--- config.mk ---
export PLATFORM = sky130hd
export DESIGN_NAME = spc_clock_control
export DESIGN_NICKNAME = d
export VERILOG_FILES = /design/src/spc_pkg.sv /design/src/spc_clock_control.sv
export SDC_FILE = /design/constraint.sdc
export NUM_CORES = 1
export LEC_CHECK = 0
export ABC_CLOCK_PERIOD_IN_PS = 2150
export BUFFER_PORTS_ARGS = -buffer_cell sky130_fd_sc_hd__buf_2
export CELL_PAD_IN_SITES_DETAIL_PLACEMENT = 0
export CELL_PAD_IN_SITES_GLOBAL_PLACEMENT = 1
export CORE_ASPECT_RATIO = 2
export CORE_UTILIZATION = 37
export DETAILED_ROUTE_END_ITERATION = 8
export PLACE_DENSITY = 0.86
export SYNTH_ARGS = -nofsm -noshare
export SYNTH_HDL_FRONTEND = slang
export SYNTH_SLANG_ARGS = --single-unit
--- constraint.sdc ---
create_clock -name aclk -period 2.15 [get_ports aclk]
set_input_delay 0.1075 -clock aclk [delete_from_list [all_inputs] [get_ports aclk]]
set_output_delay 0.1075 -clock aclk [all_outputs]
set_load 0.05 [all_outputs]
--- src/spc_pkg.sv ---
/*
   Shared constants of the sensor master-clock and PLL control block: register
   indices, byte addresses, field positions, reset values and bus answers.
   Assumes a 32-bit AXI4-Lite register bus, one register per aligned word.
*/
package spc_pkg;
   // Register indices; the byte address is four times the index
   localparam logic [7:0]  IDX_MASTER_CLOCK_CONFIG = 8'h65;
   localparam logic [7:0]  IDX_PLL_MULT_DIV        = 8'h66;
   localparam logic [11:0] ADDR_MASTER_CLOCK_CONFIG = {2'b00, IDX_MASTER_CLOCK_CONFIG, 2'b00};
   localparam logic [11:0] ADDR_PLL_MULT_DIV        = {2'b00, IDX_PLL_MULT_DIV, 2'b00};

   // master_clock_config fields
   localparam int BIT_PLL_BYPASS     = 15;
   localparam int BIT_PLL_POWERDOWN  = 14;
   localparam int BIT_STANDBY_PD     = 13;
   localparam int BIT_FORCE_ROW      = 2;
   localparam int BIT_FORCE_FRAME    = 1;
   localparam int BIT_FORCE_SHIP     = 0;
   localparam logic [15:0] CLK_CFG_MASK  = 16'hE007;
   localparam logic [15:0] CLK_CFG_RESET = 16'hE000;

   // pll_multiplier_divider fields
   localparam int MULT_LSB = 8;
   localparam int MULT_W   = 8;
   localparam int DIV_LSB  = 0;
   localparam int DIV_W    = 6;
   localparam logic [15:0] PLL_MD_MASK  = 16'hFF3F;
   localparam logic [15:0] PLL_MD_RESET = 16'h2809;

   // Bus answers
   localparam logic [1:0] RESP_OKAY   = 2'b00;
   localparam logic [1:0] RESP_DECERR = 2'b11;
endpackage : spc_pkg

--- src/spc_clock_control.sv ---
/*
   Master-clock selection and PLL control of the image sensor, with its two
   configuration registers on an AXI4-Lite slave.
   Assumes all inputs are synchronous to aclk; the clock multiplexer, PLL and
   clock gates themselves sit outside and follow the level outputs here.
*/
module spc_clock_control
   import spc_pkg::*;
#(
   parameter int ADDR_W = 12
)
(
   // Clock and reset
   input  wire logic                aclk,
   input  wire logic                aresetn,
   // AXI4-Lite write address
   input  wire logic                s_axi_awvalid,
   output      logic                s_axi_awready,
   input  wire logic [ADDR_W-1:0]   s_axi_awaddr,
   // AXI4-Lite write data
   input  wire logic                s_axi_wvalid,
   output      logic                s_axi_wready,
   input  wire logic [31:0]         s_axi_wdata,
   input  wire logic [3:0]          s_axi_wstrb,
   // AXI4-Lite write response
   output      logic                s_axi_bvalid,
   input  wire logic                s_axi_bready,
   output      logic [1:0]          s_axi_bresp,
   // AXI4-Lite read address
   input  wire logic                s_axi_arvalid,
   output      logic                s_axi_arready,
   input  wire logic [ADDR_W-1:0]   s_axi_araddr,
   // AXI4-Lite read data
   output      logic                s_axi_rvalid,
   input  wire logic                s_axi_rready,
   output      logic [31:0]         s_axi_rdata,
   output      logic [1:0]          s_axi_rresp,
   // Sensor state and clock-gate requests
   input  wire logic                standby,
   input  wire logic                row_clk_req,
   input  wire logic                frame_clk_req,
   input  wire logic                ship_clk_req,
   // Clock control outputs
   output      logic                master_clk_use_pll,
   output      logic                pll_powerdown,
   output      logic                row_clk_en,
   output      logic                frame_clk_en,
   output      logic                ship_clk_en,
   output      logic [MULT_W-1:0]   pll_multiplier,
   output      logic [DIV_W-1:0]    pll_divider
);

   // Decoding must reach both register addresses
   if (ADDR_W < 12 || ADDR_W > 32)
   begin : g_bad_addr_w
      $error("spc_clock_control: ADDR_W must lie in 12..32");
   end

   // Word decode: 0 none, 1 clock config, 2 PLL multiplier/divider
   function automatic logic [1:0] decode(input logic [ADDR_W-1:0] addr);
      logic [ADDR_W-1:0] word;
      word = {addr[ADDR_W-1:2], 2'b00};
      if (word == ADDR_W'(ADDR_MASTER_CLOCK_CONFIG))
         return 2'd1;
      else if (word == ADDR_W'(ADDR_PLL_MULT_DIV))
         return 2'd2;
      else
         return 2'd0;
   endfunction : decode

   // Byte-lane merge of a 16-bit register with writable mask
   function automatic logic [15:0] merge(input logic [15:0] old_v, input logic [31:0] wd,
                                         input logic [3:0] st, input logic [15:0] mask);
      logic [15:0] v;
      v = old_v;
      if (st[0])
         v[7:0] = wd[7:0];
      if (st[1])
         v[15:8] = wd[15:8];
      return v & mask;
   endfunction : merge

   logic              aw_held_reg, aw_held_next;
   logic [1:0]        aw_sel_reg, aw_sel_next;
   logic              w_held_reg, w_held_next;
   logic [31:0]       wdata_reg, wdata_next;
   logic [3:0]        wstrb_reg, wstrb_next;
   logic              bvalid_reg, bvalid_next;
   logic [1:0]        bresp_reg, bresp_next;
   logic              rvalid_reg, rvalid_next;
   logic [31:0]       rdata_reg, rdata_next;
   logic [1:0]        rresp_reg, rresp_next;
   logic [15:0]       clk_cfg_reg, clk_cfg_next;
   logic [15:0]       pll_md_reg, pll_md_next;
   logic              do_write;
   // Ready flags registered so every output comes from a flip-flop
   logic              ready_aw_reg, ready_aw_next;
   logic              ready_w_reg, ready_w_next;
   logic              ready_ar_reg, ready_ar_next;

   // Write path: address and data taken in either order, answer after both
   always_comb
   begin
      aw_held_next = aw_held_reg;
      aw_sel_next  = aw_sel_reg;
      w_held_next  = w_held_reg;
      wdata_next   = wdata_reg;
      wstrb_next   = wstrb_reg;
      bvalid_next  = bvalid_reg;
      bresp_next   = bresp_reg;
      clk_cfg_next = clk_cfg_reg;
      pll_md_next  = pll_md_reg;
      do_write     = aw_held_reg && w_held_reg && !bvalid_reg;
      // Take only while ready shows; the first cycle after reset has ready low
      if (s_axi_awvalid && ready_aw_reg)
      begin
         aw_held_next = 1'b1;
         aw_sel_next  = decode(s_axi_awaddr);
      end
      if (s_axi_wvalid && ready_w_reg)
      begin
         w_held_next = 1'b1;
         wdata_next  = s_axi_wdata;
         wstrb_next  = s_axi_wstrb;
      end
      // Settings land at once; nothing here waits for frame timing
      if (do_write)
      begin
         aw_held_next = 1'b0;
         w_held_next  = 1'b0;
         bvalid_next  = 1'b1;
         bresp_next   = (aw_sel_reg == 2'd0) ? RESP_DECERR : RESP_OKAY;
         if (aw_sel_reg == 2'd1)
            clk_cfg_next = merge(clk_cfg_reg, wdata_reg, wstrb_reg, CLK_CFG_MASK);
         if (aw_sel_reg == 2'd2)
            pll_md_next = merge(pll_md_reg, wdata_reg, wstrb_reg, PLL_MD_MASK);
      end
      if (bvalid_reg && s_axi_bready)
         bvalid_next = 1'b0;
   end

   // Read path: one read in flight, data one cycle after the address
   always_comb
   begin
      rvalid_next = rvalid_reg;
      rdata_next  = rdata_reg;
      rresp_next  = rresp_reg;
      if (rvalid_reg && s_axi_rready)
         rvalid_next = 1'b0;
      if (s_axi_arvalid && ready_ar_reg)
      begin
         rvalid_next = 1'b1;
         rresp_next  = RESP_OKAY;
         unique case (decode(s_axi_araddr))
            2'd1:    rdata_next = {16'h0000, clk_cfg_reg};
            2'd2:    rdata_next = {16'h0000, pll_md_reg};
            default:
            begin
               rdata_next = 32'h0000_0000;
               rresp_next = RESP_DECERR;
            end
         endcase
      end
   end

   // Bus and register state
   always_ff @(posedge aclk)
   begin
      if (!aresetn)
      begin
         aw_held_reg <= 1'b0;
         aw_sel_reg  <= 2'd0;
         w_held_reg  <= 1'b0;
         wdata_reg   <= 32'h0000_0000;
         wstrb_reg   <= 4'h0;
         bvalid_reg  <= 1'b0;
         bresp_reg   <= RESP_OKAY;
         rvalid_reg  <= 1'b0;
         rdata_reg   <= 32'h0000_0000;
         rresp_reg   <= RESP_OKAY;
         clk_cfg_reg <= CLK_CFG_RESET;
         pll_md_reg  <= PLL_MD_RESET;
      end
      else
      begin
         aw_held_reg <= aw_held_next;
         aw_sel_reg  <= aw_sel_next;
         w_held_reg  <= w_held_next;
         wdata_reg   <= wdata_next;
         wstrb_reg   <= wstrb_next;
         bvalid_reg  <= bvalid_next;
         bresp_reg   <= bresp_next;
         rvalid_reg  <= rvalid_next;
         rdata_reg   <= rdata_next;
         rresp_reg   <= rresp_next;
         clk_cfg_reg <= clk_cfg_next;
         pll_md_reg  <= pll_md_next;
      end
   end

   // Ready is the inverse of the held flags in the same cycle, low through reset
   always_comb
   begin
      ready_aw_next = !aw_held_next;
      ready_w_next  = !w_held_next;
      ready_ar_next = !rvalid_next;
   end

   always_ff @(posedge aclk)
   begin
      if (!aresetn)
      begin
         ready_aw_reg <= 1'b0;
         ready_w_reg  <= 1'b0;
         ready_ar_reg <= 1'b0;
      end
      else
      begin
         ready_aw_reg <= ready_aw_next;
         ready_w_reg  <= ready_w_next;
         ready_ar_reg <= ready_ar_next;
      end
   end

   // Clock control outputs, one register stage behind the settings
   logic              use_pll_reg, use_pll_next;
   logic              pd_reg, pd_next;
   logic              row_en_reg, row_en_next;
   logic              frame_en_reg, frame_en_next;
   logic              ship_en_reg, ship_en_next;
   logic [MULT_W-1:0] mult_reg, mult_next;
   logic [DIV_W-1:0]  div_reg, div_next;

   always_comb
   begin
      use_pll_next  = !clk_cfg_reg[BIT_PLL_BYPASS];
      // Standby bit is ignored while the PLL is held down anyway
      pd_next       = clk_cfg_reg[BIT_PLL_POWERDOWN]
                      || (standby && clk_cfg_reg[BIT_STANDBY_PD]);
      row_en_next   = row_clk_req || clk_cfg_reg[BIT_FORCE_ROW];
      frame_en_next = frame_clk_req || clk_cfg_reg[BIT_FORCE_FRAME];
      ship_en_next  = ship_clk_req || clk_cfg_reg[BIT_FORCE_SHIP];
      // Values under 16 are passed on unchanged; keeping them legal is software's job
      mult_next     = pll_md_reg[MULT_LSB +: MULT_W];
      div_next      = pll_md_reg[DIV_LSB +: DIV_W];
   end

   always_ff @(posedge aclk)
   begin
      if (!aresetn)
      begin
         use_pll_reg  <= 1'b0;
         pd_reg       <= 1'b1;
         row_en_reg   <= 1'b0;
         frame_en_reg <= 1'b0;
         ship_en_reg  <= 1'b0;
         mult_reg     <= PLL_MD_RESET[MULT_LSB +: MULT_W];
         div_reg      <= PLL_MD_RESET[DIV_LSB +: DIV_W];
      end
      else
      begin
         use_pll_reg  <= use_pll_next;
         pd_reg       <= pd_next;
         row_en_reg   <= row_en_next;
         frame_en_reg <= frame_en_next;
         ship_en_reg  <= ship_en_next;
         mult_reg     <= mult_next;
         div_reg      <= div_next;
      end
   end

   assign s_axi_awready      = ready_aw_reg;
   assign s_axi_wready       = ready_w_reg;
   assign s_axi_bvalid       = bvalid_reg;
   assign s_axi_bresp        = bresp_reg;
   assign s_axi_arready      = ready_ar_reg;
   assign s_axi_rvalid       = rvalid_reg;
   assign s_axi_rdata        = rdata_reg;
   assign s_axi_rresp        = rresp_reg;
   assign master_clk_use_pll = use_pll_reg;
   assign pll_powerdown      = pd_reg;
   assign row_clk_en         = row_en_reg;
   assign frame_clk_en       = frame_en_reg;
   assign ship_clk_en        = ship_en_reg;
   assign pll_multiplier     = mult_reg;
   assign pll_divider        = div_reg;
endmodule : spc_clock_control

=== Yosys cells after proc, flatten, opt, wreduce, memory -nomap -nowiden ===
Index checks and enable logic that the tools add are counted.

* Register bits: 102
* Bits of input ports: 71
* Output and inout bits: 60

* Equal/unequal tests: 8
* Multiplexer cells: 14
* Bitwise logic cells: 1
* Reduce and logical (&&, ||, !) cells: 24

{| class="wikitable"
|+ Operator list
! kind !! count
|-
| 10-bit by 7-bit == test with 1-bit output (second input constant) || 4
|-
| 16-bit one-hot mux with 2 select lines || 1
|-
| 2-bit 2-to-1 mux || 7
|-
| 3-bit AND reduction || 4
|-
| 1-bit logical AND || 8
|-
| 1-bit 2-to-1 mux || 6
|-
| 1-bit zero test || 5
|-
| 2-bit by 1-bit == test with 1-bit output (second input constant) || 2
|-
| 2-bit == test (second input constant) || 2
|-
| 1-bit logical OR || 4
|-
| 2-bit OR reduction || 2
|-
| 2-bit zero test || 1
|-
| 1-bit inverter || 1
|}

=== Longest topological paths before layout ===
Gate-level depths: netlist of the first run.

* Word-level depth: 7
* Depth in mapped cells: 5
* Depth with buffers taken out: 3

=== Least setup slack after synthesis of the first run ===
Ideal clock, no wire load.

* Path type: reg-to-reg
* Start: reg bvalid_reg (netlist: s_axi_bvalid)
* End: reg pll_md_reg[11]
* Data arrival time: 1.534 ns
* Required time: 2.029 ns
* Slack: 0.494 ns
* Cell stages (with the launch flop): 5
* Path buffers: 1
* Path through: dfxtp_1 > and3b_1 > and4b_1 > buf_4 > mux2_4

* Longest elaborated chain between the ends: 3

{| class="wikitable"
|+ Ends and longest elaborated chain
! what !! RTL line !! RTL
|-
| from (decl) || spc_clock_control.sv:88 || <nowiki>logic bvalid_reg, bvalid_next;</nowiki>
|-
| from (signal assigned) || spc_clock_control.sv:191 || <nowiki>bvalid_reg <= bvalid_next;</nowiki>
|-
| 1-bit zero test || spc_clock_control.sv:113 || <nowiki>do_write = aw_held_reg && w_held_reg && !bvalid_reg;</nowiki>
|-
| 1-bit logical AND || spc_clock_control.sv:113 ||
|-
| 3-bit AND reduction (no source line) || - ||
|-
| to (signal assigned) || spc_clock_control.sv:197 || <nowiki>pll_md_reg <= pll_md_next;</nowiki>
|-
| to (decl) || spc_clock_control.sv:94 || <nowiki>logic [15:0] pll_md_reg, pll_md_next;</nowiki>
|}

Every way passes these cells.
A chain may end at the register's enable or synchronous reset.

=== Worst setup path after layout of the first run ===
* Start: reg bvalid_reg (netlist: s_axi_bvalid)
* End: reg pll_md_reg[0]

Same word-level chain as after synthesis.

==> results of run 1 <==
report_power, final:
group          total (mW)  internal (mW)  switching (mW)
combinational       0.290         0.0866           0.203
clock                1.67           1.12           0.550
sequential           1.53           1.51          0.0173
total                3.49           2.72           0.770
layout by cell type, fill, tap and decap left out, types with 2 or more instances in the layout:
master,n
mux2_2,2
buf_4,5
a22oi_1,6
dfxtp_1,80
and2_1,2
inv_1,11
dlygate4sd3_1,4
conb_1,18
nor2_1,3
nor2b_1,11
clkbuf_16,9
nand4_1,8
and4b_1,6
nand2_1,72
clkinv_2,2
nand3_1,6
o31ai_1,6
a21boi_0,27
bufinv_16,3
nand2b_1,8
buf_2,88
mux2i_1,17
o21a_1,5
a32oi_1,2
nor4bb_1,2
logic make-up (layout without fill, tap and decap cells):
group,after synthesis,count (layout),share of synthesized area (%)
multiplexers,20,20,6.68
buffers and inverters,49,123,8.81
AO/OA/AOI/OAI,49,49,11.9
other,1,18,0.121
AND/OR/NAND/NOR,126,126,21.0
flip-flops,80,80,51.5
through the flow:
stage,total power [mW],instances,util [%],hold slack [ns],area [µm²]
final,3.49,514,47.6,0.0312,3920
after global routing,3.62,514,47.6,0.0334,3920
after CTS,3.54,514,47.6,0.0198,3920
after detailed placement,1.85,495,43.0,0.313,3540
after global placement,1.84,495,43.0,0.308,3540
after floorplan,1.80,342,-,0.218,3170
final timing paths:
kind,from,end
max,s_axi_bvalid$_SDFFE_PP0N_,pll_md_reg[0]$_SDFFE_PN1P_
min,s_axi_wdata[3],wdata_reg[3]$_SDFFE_PN0P_
max reg2reg,s_axi_bvalid$_SDFFE_PP0N_,pll_md_reg[0]$_SDFFE_PN1P_
min reg2reg,clk_cfg_reg[15]$_SDFFE_PN1P_,master_clk_use_pll$_SDFF_PN0_
area by class of cell:
type                    count  area [µm²]
clock buffers               9         225
clock inverters             6         109
fillers                   811        4320
inverters                  11        41.3
multi-input cells         213        1300
flip-flops and latches     80        1600
well taps                  98         123
repair buffers             97         518
layer usage:
metal	up-vias	global-route usage, %	part of all wire, %	routed length (µm)
li1	1234	-	-	-
met1	1087	14.7	38	2320
met2	68	26.8	55	3320
met3	5	4.69	5.4	327
met4	0	8.16	1.7	101
met5	-	0	0	0
worst max-delay path: stages, from the launching register on:
cell and delay (ns):
dfxtp_1 0.33, and3b_1 0.31, and4b_1 0.45, mux2_2 0.38
what timing repair did:
action | in CTS | in global routing
gates resized for setup | 0 | 0
hold buffers | 4 | 0
endpoints found under the hold margin | 4 | 0
==> metrics.yaml, run 1 <==
final_hold_viol_count: 0
syn2layout_area_growth_pct: 25.9
status: "finished clean"
path_class: "flip-flop to flip-flop"
cts_sinks: 80
synthesis.area_um2: 3110
io_pins: 131
pre_cts_slack_ns: 0.559
tightest_slew_ns: 0.567
fin_crit_sh_pct: 73.6
initial_utilization_pct: 37.8
yosys_warnings: 0
cap_violations: 0
ys_top_cells_by_area: "dfxtp_1 51%, nand2_1 8.7%, a21boi_0 6.5%"
root_buffer: "clkbuf_16"
h-tree-depth: 3
grt_pass1_wl_mm: 9.98
hold_path.class: "input pin to flip-flop"
cts_buffer_depth: 2
clkLatencyLatePin_ns: 0.33
crit_path_end_kind: "flip-flop"
final.setup_skew_ns: 0.00325
antenna_left: 0
die_area_um2: 8800
ff2ff_path_depth: 3
crit_path_start_kind: "flip-flop"
synthArstFlopShare_pct: 0
io_buffer_count: 88
cp.required_ns: 2.36
max_slew_margin_pct: 62.2
synth_edf_count: 0
antennaDiodeCount: 0
ir_worst_vdd_uv: 609
setup_ws_ns: 0.567
num_rows: 47
setup_viol: 0
routabilityCongestion: 0.724
synth_most_common_cell: "dfxtp_1"
yosysTopAreaCellShare_pct: 51.5
worstPathMaxFanout: 6
cts_made_buffers: 9
first_pass_iters: 4
avgSynthCellArea_um2: 9.57
yosysSeqAreaShare_pct: 51.5
drive_above_1_share_pct: 27.4
synth_flop_cell: "dfxtp_1"
track_usage_pct: 15.1
ys_ff_latch: 80
drc: 0
cts_tree: "done"
wirelength_mm: 6.07
synthCells: 325
power.leakage_nw: 1.75
die_h_um: 132
synth_area_leader_cell: "dfxtp_1"
vias: 2394
synthTopCellsByCount: "80 x dfxtp_1, 72 x nand2_1, 27 x a21boi_0"
min_period_ns: 1.58
vias_per_cell: 4.66
synth_cell_types: 34
grt_antenna_before_repair: 0
grt_max_degree: 26
drv_slew: 0
finalNetCount: 483
setup_tns_ns: 0
hpwl_mm: 4.79
r2r_slack_ns: 0.57
grt_pass1_vias: 2227
clkSlewWorstSetupHoldPaths_ns: 0.06
grt_setup_unrepaired: "false"
fmaxAchievable_mhz: 632
cts_setup_buffers: 0
die_w_um: 66.8
powerDensity_nw_per_um2: 892
drt-initial-drc-count: 83
arrival_ns: 1.80
whs_path_depth: 3
wl_per_cell_um: 11.8
gr-total-overflow: 0
core_area_um2: 8230
(Power assumes the default switching activity.)
==> run 2, diff against run 1 <==
- ABC_CLOCK_PERIOD_IN_PS: 2150 -> 1480
- CORE_UTILIZATION: 37 -> 34
- PLACE_DENSITY: 0.86 -> 0.8
- clock period: 2.15 -> 1.48 ns (I/O delays scaled with it)
==> run 2 against run 1 <==
  * Hold slack worse by 0.025 ns
  * Sequential power is 45% higher
  * Critical path depth stayed put
  * Worst setup slack worse by 0.46 ns
  * Die area is 8.6% higher
  * Sequential cell count stayed put
  * Cell area is 4.9% higher
  * Non-clock buffer count is 22 higher
==> metrics.yaml, run 2 (synthesized netlist as in run 1, its figures left out) <==
arrival_ns: 1.59  # -0.21 ns
track_usage_pct: 14.2  # -0.88 points
wl_per_cell_um: 11.9  # +0.44%
comb_power_share_pct: 9.1  # +0.8 points
hpwl_mm: 5.09  # +6.3%
drv_slew: 0  # unchanged
crit_path_start_kind: "flip-flop"
wl_met3_um: 292  # -11%
grt_pass1_vias: 2346  # +5.3%
ff2ff_path_depth: 3  # unchanged
holdPathEnd: "s_axi_bvalid$_SDFFE_PP0N_"
wl_met1_mm: 2.40  # +3.4%
fin_crit_sh_pct: 93.0  # +19 points
cp.required_ns: 1.70  # -0.66 ns
multiInputGateArea_um2: 1300  # unchanged
netSwitchingFraction_pct: 23.1  # +1.1 points
holdCritStartpoint: "s_axi_bready"
fin_hold_ws_ns: 0.00613  # -0.0251 ns
wl_met2_mm: 3.55  # +6.9%
r2r_slack_ns: 0.10  # -0.46 ns
num_rows: 49  # +4.3%
rr_endpoint: "pll_md_reg[3]$_SDFFE_PN1P_"
final.setup_skew_ns: 0.00607  # +0.00282 ns
io_pins: 131  # unchanged
drc: 0  # unchanged
die_w_um: 69.6  # +4.2%
n_fill_cell: 884  # +9.0%
worstPathMaxFanout: 4  # -2
routabilityCongestion: 0.729  # +0.68%
p_switching_mw: 1.17  # +51%
grt_pass1_wl_mm: 10.7  # +6.7%
power.leakage_nw: 1.85  # +5.6%
finalInstanceArea_um2: 4110  # +4.9%
max_slew_margin_pct: 64.5  # +2.3 points
vias: 2478  # +3.5%
rr_startpoint: "s_axi_bvalid$_SDFFE_PP0N_"
gr-total-overflow: 0  # unchanged
initial_utilization_pct: 34.7  # -3.0 points
finalPower_mw: 5.05  # +45%
fmaxAchievable_mhz: 727  # +15%
grt_max_degree: 31  # +19%
core_area_um2: 8950  # +8.7%
root_buffer: "clkbuf_16"
syn2layout_area_growth_pct: 32.1
setup_viol: 0  # unchanged
crit_path_end_kind: "flip-flop"
wirelength_mm: 6.42  # +5.7%
dpl-instance-area_um2: 3640  # +2.8%
drive_above_1_share_pct: 29.4  # +2.0 points
cts_made_buffers: 9  # unchanged
status: "finished clean"
whs_path_depth: 3  # unchanged
clkSlewWorstSetupHoldPaths_ns: 0.06  # about the same
final_hold_viol_count: 0  # unchanged
power_frac_seq_pct: 44.0  # +0.2 points
most-common-layout-cells: "88 x buf_2, 78 x dfxtp_1, 72 x nand2_1"
cp_num_buf_inv: 0  # unchanged
min_period_ns: 1.38  # -0.207 ns
critPathTopFamily: "simple AND/OR/NAND/NOR gates"
cap_violations: 0  # unchanged
antennaDiodeCount: 0  # unchanged
grt_antenna_before_repair: 0  # unchanged
p_clk_share_pct: 46.9  # -1.0 points
io_buffer_count: 88  # unchanged
dr.max_layer_used: "met4"
first_pass_iters: 4  # unchanged
vias_per_cell: 4.58  # -1.7%
cts_sinks: 80  # unchanged
grt_setup_unrepaired: "false"
path_class: "flip-flop to flip-flop"
p_int_mw: 3.88  # +43%
seq_area_um2: 1600  # +0.16%
crit_chain: "and3b_1 > and4b_1 > mux2_2"
clkLatencyLatePin_ns: 0.33  # about the same
tightest_slew_ns: 0.533  # -0.0349 ns
die_h_um: 137  # +4.3%
finalNetCount: 505  # +4.6%
cts_setup_buffers: 0  # unchanged
h-tree-depth: 3  # unchanged
antenna_left: 0  # unchanged
powerDensity_nw_per_um2: 1230  # +38%
hold_path.class: "input pin to flip-flop"
critPathSlowestCell: "mux2_2"
die_area_um2: 9560  # +8.6%
cts_tree: "done"
layout_commonest_cell: "buf_2"
drt-initial-drc-count: 87  # +4.8%
cts_buffer_depth: 2  # unchanged
slowest_delay_ns: 0.36  # -0.09 ns
ir_worst_vdd_uv: 618  # +1.5%
-- run 2: worst max-delay path by stage --
stage                     slack [ns]                      start                     endpoint  depth (start not counted)
after detailed placement        0.11  s_axi_bvalid$_SDFFE_PP0N_   pll_md_reg[3]$_SDFFE_PN1P_                          3
after CTS                       0.09  s_axi_bvalid$_SDFFE_PP0N_   pll_md_reg[3]$_SDFFE_PN1P_                          3
after global placement          0.14  s_axi_bvalid$_SDFFE_PP0N_   pll_md_reg[0]$_SDFFE_PN1P_                          3
after global routing            0.04  s_axi_bvalid$_SDFFE_PP0N_   pll_md_reg[3]$_SDFFE_PN1P_                          3
after floorplan               -0.004  s_axi_bvalid$_SDFFE_PP0N_  pll_md_reg[11]$_SDFFE_PN1P_                          4
final                           0.10  s_axi_bvalid$_SDFFE_PP0N_   pll_md_reg[3]$_SDFFE_PN1P_                          3
-- run 2: layout make-up --
| type | instances | share of cell area, % |
|---|---|---|
| inverter | 11 | 1.00 |
| timing repair buffer | 119 | 17.2 |
| clock inverter | 6 | 2.19 |
| multi-input combinational | 213 | 31.6 |
| sequential | 80 | 39.0 |
| tap | 102 | 3.11 |
| clock buffer | 10 | 5.82 |
-- run 2: stage by stage --
| step | std cells | setup TNS [ns] | setup slack, ns | util, % |
|---|---|---|---|---|
| 2_1_floorplan | 342 | -0.00385 | -0.00385 | - |
| 3_3_place_gp | 511 | 0 | 0.137 | 40.7 |
| 3_5_place_dp | 511 | 0 | 0.106 | 40.7 |
| 4_1_cts | 541 | 0 | 0.0944 | 45.9 |
| 5_1_grt | 541 | 0 | 0.0422 | 45.9 |
| 6_report | 541 | 0 | 0.104 | 45.9 |
-- run 2: worst min-delay path, delay by kind of cell --
kind	cells	cell delay (ns)
AO/OA/AOI/OAI	1	0.06
buffers and inverters	1	0.08
AND/OR/NAND/NOR	1	0.08
-- run 2: routing by layer --
layer  global-route usage (%)  up-vias
li1                         -     1277
met1                     13.7     1119
met2                     27.1       70
met3                     3.29       12
met4                     8.33        0
met5                        0        -
-- run 2: power by group through the flow --
stage               Clock [mW]  Sequential [mW]  Combinational [mW]
floorplan                    0             2.32               0.289
global placement             0             2.27               0.432
detailed placement           0             2.27               0.437
CTS                       2.43             2.22               0.465
global route              2.51             2.23               0.500
finish                    2.37             2.22               0.460
-- run 2: what timing repair did --
item | 4_1_cts | 5_1_grt
hold buffers | 14 | 0
hold endpoints to repair | 14 | 0
resized for setup | 0 | 0
